## config.mk

```make
export PLATFORM = sky130hd
export DESIGN_NAME = mos_status_regs
export DESIGN_NICKNAME = d
export VERILOG_FILES = /design/src/mos_pkg.sv /design/src/mos_status_regs.sv /design/src/mos_in_sync.sv /design/src/mos_source_mux.sv
export VERILOG_INCLUDE_DIRS = /design/src
export SDC_FILE = /design/constraint.sdc
export NUM_CORES = 1
export LEC_CHECK = 0
export ABC_AREA = 1
export BUFFER_PORTS_ARGS = -buffer_cell sky130_fd_sc_hd__buf_2
export CORE_UTILIZATION = 54
export DETAILED_ROUTE_END_ITERATION = 16
export PLACE_DENSITY = 0.93
export SLEW_MARGIN = 10
export SYNTH_ARGS = -nofsm -noshare
export SYNTH_HDL_FRONTEND = slang
export SYNTH_SLANG_ARGS = --single-unit
export TNS_END_PERCENT = 1
```

## constraint.sdc

```tcl
create_clock -name ref_clk -period 9.1 [get_ports ref_clk]
set_clock_uncertainty 0.1 [all_clocks]
set_input_delay 1.365 -clock ref_clk [delete_from_list [all_inputs] [get_ports ref_clk]]
set_output_delay 1.365 -clock ref_clk [all_outputs]
set_load 0.005 [all_outputs]
```

## src/mos_cfg.svh

```systemverilog
// mos_cfg.svh - offsets, field positions, reset values and codes for the
// motion output status register bank.
// assumes: included by mos_status_regs and mos_source_mux by bare name.
`ifndef MOS_CFG_SVH
`define MOS_CFG_SVH

// ---------------------------------------------------------------------
// register offsets
// ---------------------------------------------------------------------
`define MOS_OFF_VEL_X_LOW      8'h35
`define MOS_OFF_VEL_X_HIGH     8'h36
`define MOS_OFF_VEL_Y_LOW      8'h37
`define MOS_OFF_VEL_Y_HIGH     8'h38
`define MOS_OFF_VEL_Z_LOW      8'h39
`define MOS_OFF_VEL_Z_HIGH     8'h3A
`define MOS_OFF_TEMPERATURE    8'h3B
`define MOS_OFF_STATUS_ONE     8'h3C
`define MOS_OFF_STATUS_TWO     8'h3D

// ---------------------------------------------------------------------
// reset values
// ---------------------------------------------------------------------
`define MOS_RST_BYTE           8'h00
`define MOS_RST_WORD           16'h0000

// ---------------------------------------------------------------------
// status one fields
// ---------------------------------------------------------------------
`define MOS_S1_COMPASS_UPD     7
`define MOS_S1_RATE_UPD        6
`define MOS_S1_RATE_Z_SAT      5
`define MOS_S1_RATE_Y_SAT      4
`define MOS_S1_RATE_X_SAT      3
`define MOS_S1_ACCEL_Z_SAT     2
`define MOS_S1_ACCEL_Y_SAT     1

// ---------------------------------------------------------------------
// status two fields
// ---------------------------------------------------------------------
`define MOS_S2_FIELD_Z_SAT     5
`define MOS_S2_FIELD_Y_SAT     4
`define MOS_S2_FIELD_X_SAT     3
`define MOS_S2_VEL_Z_OVF       2
`define MOS_S2_VEL_Y_OVF       1
`define MOS_S2_VEL_X_OVF       0

// ---------------------------------------------------------------------
// gyro rate code selecting low-latency stabilise data
// ---------------------------------------------------------------------
`define MOS_RATE_LOW_LATENCY   3'h7

`endif

```

## src/mos_pkg.sv

```systemverilog
// mos_pkg.sv - types for the motion output status register bank.
// assumes: mos_cfg.svh holds the register numbers; state and source encodings are here.
package mos_pkg;
   // source feeding the three 16-bit result pairs
   typedef enum logic [2:0] {
      MOS_SRC_VEL      = 3'b001,
      MOS_SRC_LOWLAT   = 3'b010,
      MOS_SRC_SELFTEST = 3'b100
   } mos_src_t;

   // capture sequencing state
   typedef enum logic [1:0] {
      MOS_ST_IDLE = 2'b01,
      MOS_ST_HOLD = 2'b10
   } mos_state_t;
endpackage

```

## src/mos_status_regs.sv

```systemverilog
// mos_status_regs.sv - read-only output and status bank of the motion
// co-processor, read by the host through the serial register port.
// assumes: core data arrives on ref_clk with a one-cycle sampleValid
// strobe; the host read address arrives through the serial block, which
// sits on another clock, so it is synchronised here.
//
// Operation
// - velocity axes split low and high bytes
// - rate code 111 selects low-latency gyro
// - self-test results reuse the velocity pairs
// - signed temperature byte, resets to zero
// - bit 7 flags compass offset update
// - bit 6 flags rate offset update
// - bits 5..3 flag gyro z,y,x saturation
// - bits 2..1 flag accel z,y saturation
// - status two bits 5..3 field saturation
// - bits 2..0 velocity overflow; 7,6 zero
// - six velocity bytes from 0x35, x,y,z
`timescale 1ns/100ps
`include "mos_cfg.svh"
module mos_status_regs
   import mos_pkg::*;
(
   input  wire logic        ref_clk,
   input  wire logic        rst,
   // core side, same clock
   input  wire logic        sampleValid,
   input  wire logic [47:0] velIncIn,
   input  wire logic [47:0] lowLatencyIn,
   input  wire logic [47:0] selfTestIn,
   input  wire logic        selfTestActive,
   input  wire logic [2:0]  gyroRateSelect,
   input  wire logic [7:0]  temperatureIn,
   input  wire logic        compassOffsetUpdated,
   input  wire logic        rateOffsetUpdated,
   input  wire logic [2:0]  rateSaturated,
   input  wire logic [1:0]  accelSaturated,
   input  wire logic [2:0]  fieldSaturated,
   input  wire logic [2:0]  velOverflow,
   // host register port, from the serial interface domain
   input  wire logic [7:0]  hostAddr,
   output logic      [7:0]  hostRdata,
   output logic             hostHit,
   output logic             sampleBusy
);
   // ------------------------------------------------------------------
   // declarations
   // ------------------------------------------------------------------
   logic [47:0] resultMux;
   logic [7:0]  addrSync;
   logic        busyQual;

   logic [15:0] velX_reg, velX_next;
   logic [15:0] velY_reg, velY_next;
   logic [15:0] velZ_reg, velZ_next;
   logic [7:0]  temperature_reg, temperature_next;
   logic [7:0]  statusOne_reg, statusOne_next;
   logic [7:0]  statusTwo_reg, statusTwo_next;
   logic [7:0]  rdata_reg, rdata_next;
   logic [7:0]  addrHeld_reg, addrHeld_next;
   logic        hit_reg, hit_next;
   mos_state_t  state_reg, state_next;

   // splits a 16-bit word into the byte the host asked for
   function automatic logic [7:0] pick_byte(input logic [15:0] w,
                                            input logic hi);
      pick_byte = hi ? w[15:8] : w[7:0];
   endfunction

   // ------------------------------------------------------------------
   // submodules
   // ------------------------------------------------------------------
   // address comes from the serial engine's clock; two flops first
   mos_in_sync #(.WIDTH(8)) u_mos_in_sync (
      .ref_clk (ref_clk),
      .rst     (rst),
      .asyncIn (hostAddr),
      .syncOut (addrSync)
   );

   mos_source_mux u_mos_source_mux (
      .gyroRateSelect (gyroRateSelect),
      .selfTestActive (selfTestActive),
      .velIncIn       (velIncIn),
      .lowLatencyIn   (lowLatencyIn),
      .selfTestIn     (selfTestIn),
      .srcSel         (),
      .resultOut      (resultMux)
   );

   // ------------------------------------------------------------------
   // sample capture
   // ------------------------------------------------------------------
   // every field is rewritten on a sample, so stale flags never linger;
   // flags are not sticky across periods by design
   always_comb begin
      velX_next        = velX_reg;
      velY_next        = velY_reg;
      velZ_next        = velZ_reg;
      temperature_next = temperature_reg;
      statusOne_next   = statusOne_reg;
      statusTwo_next   = statusTwo_reg;
      if (sampleValid) begin
         velX_next        = resultMux[15:0];
         velY_next        = resultMux[31:16];
         velZ_next        = resultMux[47:32];
         temperature_next = temperatureIn;
         statusOne_next   = 8'h00;
         statusOne_next[`MOS_S1_COMPASS_UPD] = compassOffsetUpdated;
         statusOne_next[`MOS_S1_RATE_UPD]    = rateOffsetUpdated;
         statusOne_next[`MOS_S1_RATE_Z_SAT]  = rateSaturated[2];
         statusOne_next[`MOS_S1_RATE_Y_SAT]  = rateSaturated[1];
         statusOne_next[`MOS_S1_RATE_X_SAT]  = rateSaturated[0];
         statusOne_next[`MOS_S1_ACCEL_Z_SAT] = accelSaturated[1];
         statusOne_next[`MOS_S1_ACCEL_Y_SAT] = accelSaturated[0];
         statusTwo_next   = 8'h00;
         statusTwo_next[`MOS_S2_FIELD_Z_SAT] = fieldSaturated[2];
         statusTwo_next[`MOS_S2_FIELD_Y_SAT] = fieldSaturated[1];
         statusTwo_next[`MOS_S2_FIELD_X_SAT] = fieldSaturated[0];
         statusTwo_next[`MOS_S2_VEL_Z_OVF]   = velOverflow[2];
         statusTwo_next[`MOS_S2_VEL_Y_OVF]   = velOverflow[1];
         statusTwo_next[`MOS_S2_VEL_X_OVF]   = velOverflow[0];
      end
   end

   // all result registers clear on reset
   always_ff @(posedge ref_clk or posedge rst) begin
      if (rst) begin
         velX_reg        <= `MOS_RST_WORD;
         velY_reg        <= `MOS_RST_WORD;
         velZ_reg        <= `MOS_RST_WORD;
         temperature_reg <= `MOS_RST_BYTE;
         statusOne_reg   <= `MOS_RST_BYTE;
         statusTwo_reg   <= `MOS_RST_BYTE;
      end else begin
         velX_reg        <= velX_next;
         velY_reg        <= velY_next;
         velZ_reg        <= velZ_next;
         temperature_reg <= temperature_next;
         statusOne_reg   <= statusOne_next;
         statusTwo_reg   <= statusTwo_next;
      end
   end

   // ------------------------------------------------------------------
   // update marker
   // ------------------------------------------------------------------
   // busy for the cycle after a capture so the host side can tell a
   // read may straddle an update; a coherent pair needs no extra shadow
   always_comb begin
      state_next = state_reg;
      unique case (state_reg)
         MOS_ST_IDLE: begin
            if (sampleValid) begin
               state_next = MOS_ST_HOLD;
            end
         end
         MOS_ST_HOLD: begin
            if (!sampleValid) begin
               state_next = MOS_ST_IDLE;
            end
         end
         default: begin
            state_next = MOS_ST_IDLE;
         end
      endcase
   end

   always_ff @(posedge ref_clk or posedge rst) begin
      if (rst) begin
         state_reg <= MOS_ST_IDLE;
      end else begin
         state_reg <= state_next;
      end
   end

   assign busyQual   = (state_reg == MOS_ST_HOLD);
   assign sampleBusy = busyQual;

   // ------------------------------------------------------------------
   // host read decode
   // ------------------------------------------------------------------
   // unmapped addresses return zero with the hit flag low; the address
   // bits cross clocks one by one, so a skewed mix could decode another
   // register for a cycle: data only follows an address seen twice
   always_comb begin
      addrHeld_next = addrSync;
      rdata_next = 8'h00;
      hit_next   = 1'b1;
      unique case (addrSync)
         `MOS_OFF_VEL_X_LOW:   rdata_next = pick_byte(velX_reg, 1'b0);
         `MOS_OFF_VEL_X_HIGH:  rdata_next = pick_byte(velX_reg, 1'b1);
         `MOS_OFF_VEL_Y_LOW:   rdata_next = pick_byte(velY_reg, 1'b0);
         `MOS_OFF_VEL_Y_HIGH:  rdata_next = pick_byte(velY_reg, 1'b1);
         `MOS_OFF_VEL_Z_LOW:   rdata_next = pick_byte(velZ_reg, 1'b0);
         `MOS_OFF_VEL_Z_HIGH:  rdata_next = pick_byte(velZ_reg, 1'b1);
         `MOS_OFF_TEMPERATURE: rdata_next = temperature_reg;
         `MOS_OFF_STATUS_ONE:  rdata_next = statusOne_reg;
         `MOS_OFF_STATUS_TWO:  rdata_next = statusTwo_reg;
         default: begin
            hit_next = 1'b0;
         end
      endcase
      if (addrSync != addrHeld_reg) begin
         rdata_next = rdata_reg;                          // hold old
         hit_next   = hit_reg;
      end
   end

   always_ff @(posedge ref_clk or posedge rst) begin
      if (rst) begin
         rdata_reg    <= `MOS_RST_BYTE;
         hit_reg      <= 1'b0;
         addrHeld_reg <= `MOS_RST_BYTE;
      end else begin
         rdata_reg    <= rdata_next;
         hit_reg      <= hit_next;
         addrHeld_reg <= addrHeld_next;
      end
   end

   assign hostRdata = rdata_reg;
   assign hostHit   = hit_reg;
endmodule

```

## src/mos_in_sync.sv

```systemverilog
// mos_in_sync.sv - two-flop synchroniser for a bus of levels.
// assumes: inputs come from outside the ref_clk domain.
`timescale 1ns/100ps
module mos_in_sync #(
   parameter int WIDTH = 1
) (
   input  wire logic             ref_clk,
   input  wire logic             rst,
   input  wire logic [WIDTH-1:0] asyncIn,
   output logic      [WIDTH-1:0] syncOut
);
   logic [WIDTH-1:0] stage1_reg;
   logic [WIDTH-1:0] stage2_reg;

   // first stage is read only by the second
   always_ff @(posedge ref_clk or posedge rst) begin
      if (rst) begin
         stage1_reg <= '0;
         stage2_reg <= '0;
      end else begin
         stage1_reg <= asyncIn;
         stage2_reg <= stage1_reg;
      end
   end

   assign syncOut = stage2_reg;
endmodule

```

## src/mos_source_mux.sv

```systemverilog
// mos_source_mux.sv - picks which 16-bit triple feeds the result pairs.
// assumes: all inputs are on ref_clk; output is combinational.
`timescale 1ns/100ps
`include "mos_cfg.svh"
module mos_source_mux
   import mos_pkg::*;
(
   input  wire logic [2:0]  gyroRateSelect,
   input  wire logic        selfTestActive,
   input  wire logic [47:0] velIncIn,
   input  wire logic [47:0] lowLatencyIn,
   input  wire logic [47:0] selfTestIn,
   output mos_src_t         srcSel,
   output logic      [47:0] resultOut
);
   // self-test wins: its results must not be overwritten by stream data
   always_comb begin
      if (selfTestActive) begin
         srcSel    = MOS_SRC_SELFTEST;
         resultOut = selfTestIn;
      end else if (gyroRateSelect == `MOS_RATE_LOW_LATENCY) begin
         srcSel    = MOS_SRC_LOWLAT;
         resultOut = lowLatencyIn;
      end else begin
         srcSel    = MOS_SRC_VEL;
         resultOut = velIncIn;
      end
   end
endmodule

```

==> flow_summary.ini, run 1 <==
[status]
status = finished clean

[clocking]
ctsHoldBuffers = 0
path_clk_slew_ns = 0.10
cts.sinks = 104
insertion_delay_ns = 0.37
cts_tree = yes
post_cts_buffers = 0
root_buffer = clkbuf_8
cts-htree-levels = 3
clockBufferDepth = 2
cts_resized = 0
numCtsBuffers = 9

[drt]
wl_um = 14700
drc_errors = 0
drtAntennaViolNets = 0
first_pass_iters = 5
wl_per_cell_um = 15.0
via_per_inst = 5.40
vias = 5300
drtIter0Drc = 396

[synthesis]
syn_inst = 678
netlist.area_leader.share = 0.477
synthFlopType = dfrtp_1
synth_nets = 858
synth_commonest_cells = 146 x nand2_1, 103 x dfrtp_1, 77 x a21oi_1, 77 x nor2_1, 75 x nand3_1
mappedNetlistArea_sq_um = 5400
ys_seq_area_frac = 0.482
yosysWarningCount = 0
synth_area_leaders = dfrtp_1 48%, nand2_1 10%, a21oi_1 7.1%
synth_edf_count = 0
yosysMostFrequentCell = nand2_1
async_reset_ff_frac = 1.00
synth.largest_area_cell = dfrtp_1
synth-seq-cells = 104
yosysUniqueCellTypes = 29
synth.avg_cell_area_sq_um = 7.96

[cells_and_area]
postLayoutCoreUtil = 0.676
layout-drive-gt1-share = 0.314
area_delta_synth_final_pct = 21.8
multi_input_area_sq_um = 2490
finalNetCount = 1024
instances_no_fill = 982
diodes = 0
fill_cells = 831
regArea_sq_um = 2600
final_cell_area_sq_um = 6580

[floorplan]
num_rows = 36
dieHeight_um = 102
core_region_area_sq_um = 9730
start_util = 0.555
die-width_um = 102
die_area_sq_um = 10400
io_pins = 190

[timing]
final-max-slew-violation-count = 0
worst_pin_slew_ns = 0.953
rsz0062_at_grt = no
setup_tns_ns = 0
setup_ws_ns = 6.10
hold_violations = 0
setup-violations-final = 0
min_period_ns = 3.00
period_share = 0.329
fmax_mhz = 334
maxSlewHeadroom = 0.365

[place]
dp_hpwl_um = 10700
numPortBuffers = 189
place_area_sq_um = 6370
preCtsSetupSlack_ns = 5.79
place_inst = 966
gp_congestion = 0.882

[power_and_ir_drop]
p_leak_nw = 3.28
vdd_drop_max_mv = 0.0849
power_density_nw_per_um2 = 147

[job]
cap_violations = 0

[worst_setup_path]
crit_fanout = 85
worstSetupEndpointType = flip-flop
critPathLaunch = sampleValid
crit_type = input pin to flip-flop
cp-start-kind = input pin
cp_data_arrival_time_ns = 3.15
r2r-start = u_mos_in_sync.syncOut[6]
cp_data_required_time_ns = 9.26

[hold_path]
hold_path_class = flip-flop to flip-flop
hold_path_startpoint = u_mos_in_sync.stage1_reg[5]

[grt]
grt_pass1_vias = 4988
overflow = 0
track_usage = 0.293
grt_pass1_wl_um = 23400
antenna_found_initial = 0
grt_max_degree = 86
-- through the flow --
step                hold WS, ns  power [mW]
floorplan                 0.231       0.613
global placement          0.235       0.673
detailed placement        0.236       0.678
CTS                       0.254       0.972
global route              0.264        1.01
finish                    0.249       0.968
-- cells by family (layout without fill, tap and decap cells) --
kind of cell	after synthesis	count (layout)	synth area share
DFF	104	104	0.482
buffers and inverters	72	243	0.0579
xor gates and xnor gates	7	7	0.0114
and+or+nand+nor	356	356	0.300
AOI/OAI and AO/OA	139	139	0.149
-- placed cells by master (no fill, tap or decap), types with 12 or more instances in the layout --
| cell type | n |
|---|---|
| nand2_1 | 146 |
| o21ai_0 | 12 |
| inv_1 | 26 |
| buf_2 | 189 |
| nand3_1 | 75 |
| a21oi_1 | 77 |
| or2_2 | 36 |
| o211ai_1 | 38 |
| dfrtp_1 | 103 |
| nor2_1 | 77 |
-- worst max-delay path, cell delays in order --
cell     delay (ns)
buf_2          0.07
buf_4          0.61
inv_2          0.59
a21oi_1        0.31
a21oi_1        0.10
-- power by group --
| group | total, mW | switching (mW) | internal (mW) | leakage, nW |
|---|---|---|---|---|
| clock network | 0.299 | 0.161 | 0.137 | 0.0977 |
| logic | 0.146 | 0.0833 | 0.0628 | 1.95 |
| registers | 0.524 | 0.0226 | 0.501 | 1.23 |
| total | 0.968 | 0.267 | 0.701 | 3.28 |
-- layer usage --
| layer | track usage | wire [um] |
|---|---|---|
| met3 | 0.0595 | 1110 |
| met5 | 0 | 0 |
| met4 | 0.102 | 417 |
| met2 | 0.478 | 7000 |
| met1 | 0.392 | 6160 |
-- path summary, 6_finish.rpt --
| check | to | slack [ns] | cells after the start |
|---|---|---|---|
| worst max register to register | hostRdata[5] | 7.09 | 10 |
| worst min register to register | u_mos_in_sync.syncOut[5] | 0.25 | 0 |
| max in group asynchronous | velX_reg[12] | 6.82 | 3 |
| worst max-delay path | velX_reg[7] | 6.10 | 5 |
| worst min-delay path | u_mos_in_sync.syncOut[5] | 0.25 | 0 |
| min in group asynchronous | u_mos_in_sync.syncOut[4] | 0.97 | 2 |
-- area by class of cell --
type	instances	area share
flip-flops and latches	104	0.396
multi-input cells	502	0.378
repair buffers	195	0.151
well taps	133	0.0253
clock buffers	11	0.0215
inverters	32	0.0186
clock inverters	5	0.00989
Power figures use the tool's default switching activity.
==> run 2, diff against run 1 <==
--- a/config.mk
+++ b/config.mk
@@ -8,9 +8,9 @@
 export LEC_CHECK = 0
 export ABC_AREA = 1
 export BUFFER_PORTS_ARGS = -buffer_cell sky130_fd_sc_hd__buf_2
-export CORE_UTILIZATION = 54
+export CORE_UTILIZATION = 46
 export DETAILED_ROUTE_END_ITERATION = 16
-export PLACE_DENSITY = 0.93
+export PLACE_DENSITY = 0.85
 export SLEW_MARGIN = 10
 export SYNTH_ARGS = -nofsm -noshare
 export SYNTH_HDL_FRONTEND = slang
==> constraint.sdc (replaced) <==
create_clock -name ref_clk -period 2.45 [get_ports ref_clk]
set_clock_uncertainty 0.1 [all_clocks]
set_input_delay 0.3675 -clock ref_clk [delete_from_list [all_inputs] [get_ports ref_clk]]
set_output_delay 0.3675 -clock ref_clk [all_outputs]
set_load 0.005 [all_outputs]
==> run 2 against run 1 <==
Register-to-register slack worse by 6.5 ns. Critical path type is now flip-flop to flip-flop. Power rose to 4.2 times the previous value. Cell area up 2.9%. Largest cell class unchanged. Sequential power rose to 3.7 times the previous value. Non-clock buffer count up 2. Critical endpoint is now hostRdata[5]. Count of clock-buffer cells in the layout down 1. Die area up 17%. Final cell count up 1.2%. Combinational power rose to 3.8 times the previous value.
==> flow_summary.ini, run 2 (same netlist as run 1, synthesis figures left out) <==
[cells_and_area]
finalNetCount = 1026
regArea_sq_um = 2600
area_delta_synth_final_pct = 25.4
mostFrequentLayoutCell = buf_2
multi_input_area_sq_um = 2490
diodes = 0
layout-drive-gt1-share = 0.316
fill_cells = 1076
most-common-layout-cells = 189 x buf_2, 146 x nand2_1, 103 x dfrtp_1, 77 x nor2_1, 77 x a21oi_1

[clocking]
path_clk_slew_ns = 0.07
cts_tree = yes
cts-htree-levels = 3
insertion_delay_ns = 0.35
numCtsBuffers = 9
cts_resized = 0
clockBufferDepth = 2
root_buffer = clkbuf_16
cts.sinks = 104
ctsHoldBuffers = 0
post_cts_buffers = 0

[floorplan]
io_pins = 190
start_util = 0.473
die-width_um = 110
die_area_sq_um = 12200
num_rows = 39
dieHeight_um = 110
core_region_area_sq_um = 11400

[drt]
drc_errors = 0
drtAntennaViolNets = 0
first_pass_iters = 5
wl_um = 15500
drtIter0Drc = 336
via_per_inst = 5.25
vias = 5220
wl_per_cell_um = 15.6

[grt]
overflow = 0
antenna_found_initial = 0
grt_pass1_wl_um = 24500
grt_max_degree = 105
track_usage = 0.270
grt_pass1_vias = 4996

[worst_setup_path]
r2r-start = u_mos_in_sync.syncOut[5]
crit_type = flip-flop to flip-flop
r2r-end = hostRdata[5]
crit_fanout = 46
cp_data_required_time_ns = 2.64
crit_end = hostRdata[5]
r2r_setup_slack_ns = 0.63
cp_data_arrival_time_ns = 2.01
cp-start-kind = flip-flop
r2r_cells = 9
critPathLaunch = u_mos_in_sync.syncOut[5]
worstSetupEndpointType = flip-flop

[place]
gp_congestion = 0.900
dp_hpwl_um = 11500
numPortBuffers = 189
preCtsSetupSlack_ns = 0.607

[timing]
fmax_mhz = 550
final-max-slew-violation-count = 0
rsz0062_at_grt = no
period_share = 0.742
min_period_ns = 1.82
maxSlewHeadroom = 0.462
hold_violations = 0
setup_tns_ns = 0
worst_pin_slew_ns = 0.806
setup_ws_ns = 0.632
setup-violations-final = 0

[power_and_ir_drop]
p_leak_nw = 3.36
vdd_drop_max_mv = 0.526
power_density_nw_per_um2 = 598

[job]
cap_violations = 0

[hold_path]
min_path_cells = 1
hold_path_class = input pin to flip-flop

[status]
status = finished clean
run 2: changes by cell type in the layout (fill, tap and decap cells not counted), sizes merged:
cell	before	now
clkbuf	11	10
bufinv	1	2
buf	195	197
run 2: final cells by class:
type,count,share of cell area
Clock inverter,6,0.0133
Tap cell,143,0.0264
Sequential cell,104,0.385
Inverter,32,0.0183
Clock buffer,10,0.0338
Multi-Input combinational cell,502,0.368
Timing Repair Buffer,197,0.156
run 2: critical path, cell delays in order, from the launching register on:
cell	delay, ns
dfrtp_1	0.39
nand2_1	0.13
nor2_4	0.32
buf_12	0.26
nand2_1	0.11
o21ai_0	0.21
nor2_1	0.07
nand2_1	0.07
nand2_1	0.05
nand2_1	0.05
run 2: metal layers:
metal	track usage	routed length (um)	up-vias
li1	-	-	2597
met1	0.347	6760	2430
met5	0	0	-
met4	0.0705	215	0
met3	0.0611	791	15
met2	0.458	7730	178
run 2: stage by stage:
| stage | area, sq um | instances | hold WS, ns | power, mW | util |
|---|---|---|---|---|---|
| 6_report | 6770 | 994 | 0.0225 | 4.05 | 0.593 |
| 5_1_grt | 6770 | 994 | 0.00752 | 4.23 | 0.593 |
| 4_1_cts | 6770 | 994 | 0.0156 | 4.08 | 0.593 |
| 3_5_place_dp | 6450 | 978 | 0.237 | 2.55 | 0.565 |
| 3_3_place_gp | 6450 | 978 | 0.235 | 2.53 | 0.565 |
| 2_1_floorplan | 5400 | 678 | 0.231 | 2.28 | - |
run 2: worst min-delay path by stage:
| stage | slack (ns) | start | end |
|---|---|---|---|
| final | 0.02 | hostAddr[3] | u_mos_in_sync.stage1_reg[3] |
| after global routing | 0.008 | hostAddr[5] | u_mos_in_sync.stage1_reg[5] |
| after CTS | 0.02 | hostAddr[3] | u_mos_in_sync.stage1_reg[3] |
| after detailed placement | 0.24 | u_mos_in_sync.stage1_reg[4] | u_mos_in_sync.syncOut[4] |
| after global placement | 0.23 | u_mos_in_sync.stage1_reg[2] | u_mos_in_sync.syncOut[2] |
| after floorplan | 0.23 | u_mos_in_sync.stage1_reg[0] | u_mos_in_sync.syncOut[0] |
run 2: power by group:
| part | switching (mW) | internal [mW] |
|---|---|---|
| Clock | 0.631 | 0.901 |
| Sequential | 0.0947 | 1.86 |
| Combinational | 0.315 | 0.242 |
| Total | 1.04 | 3.01 |
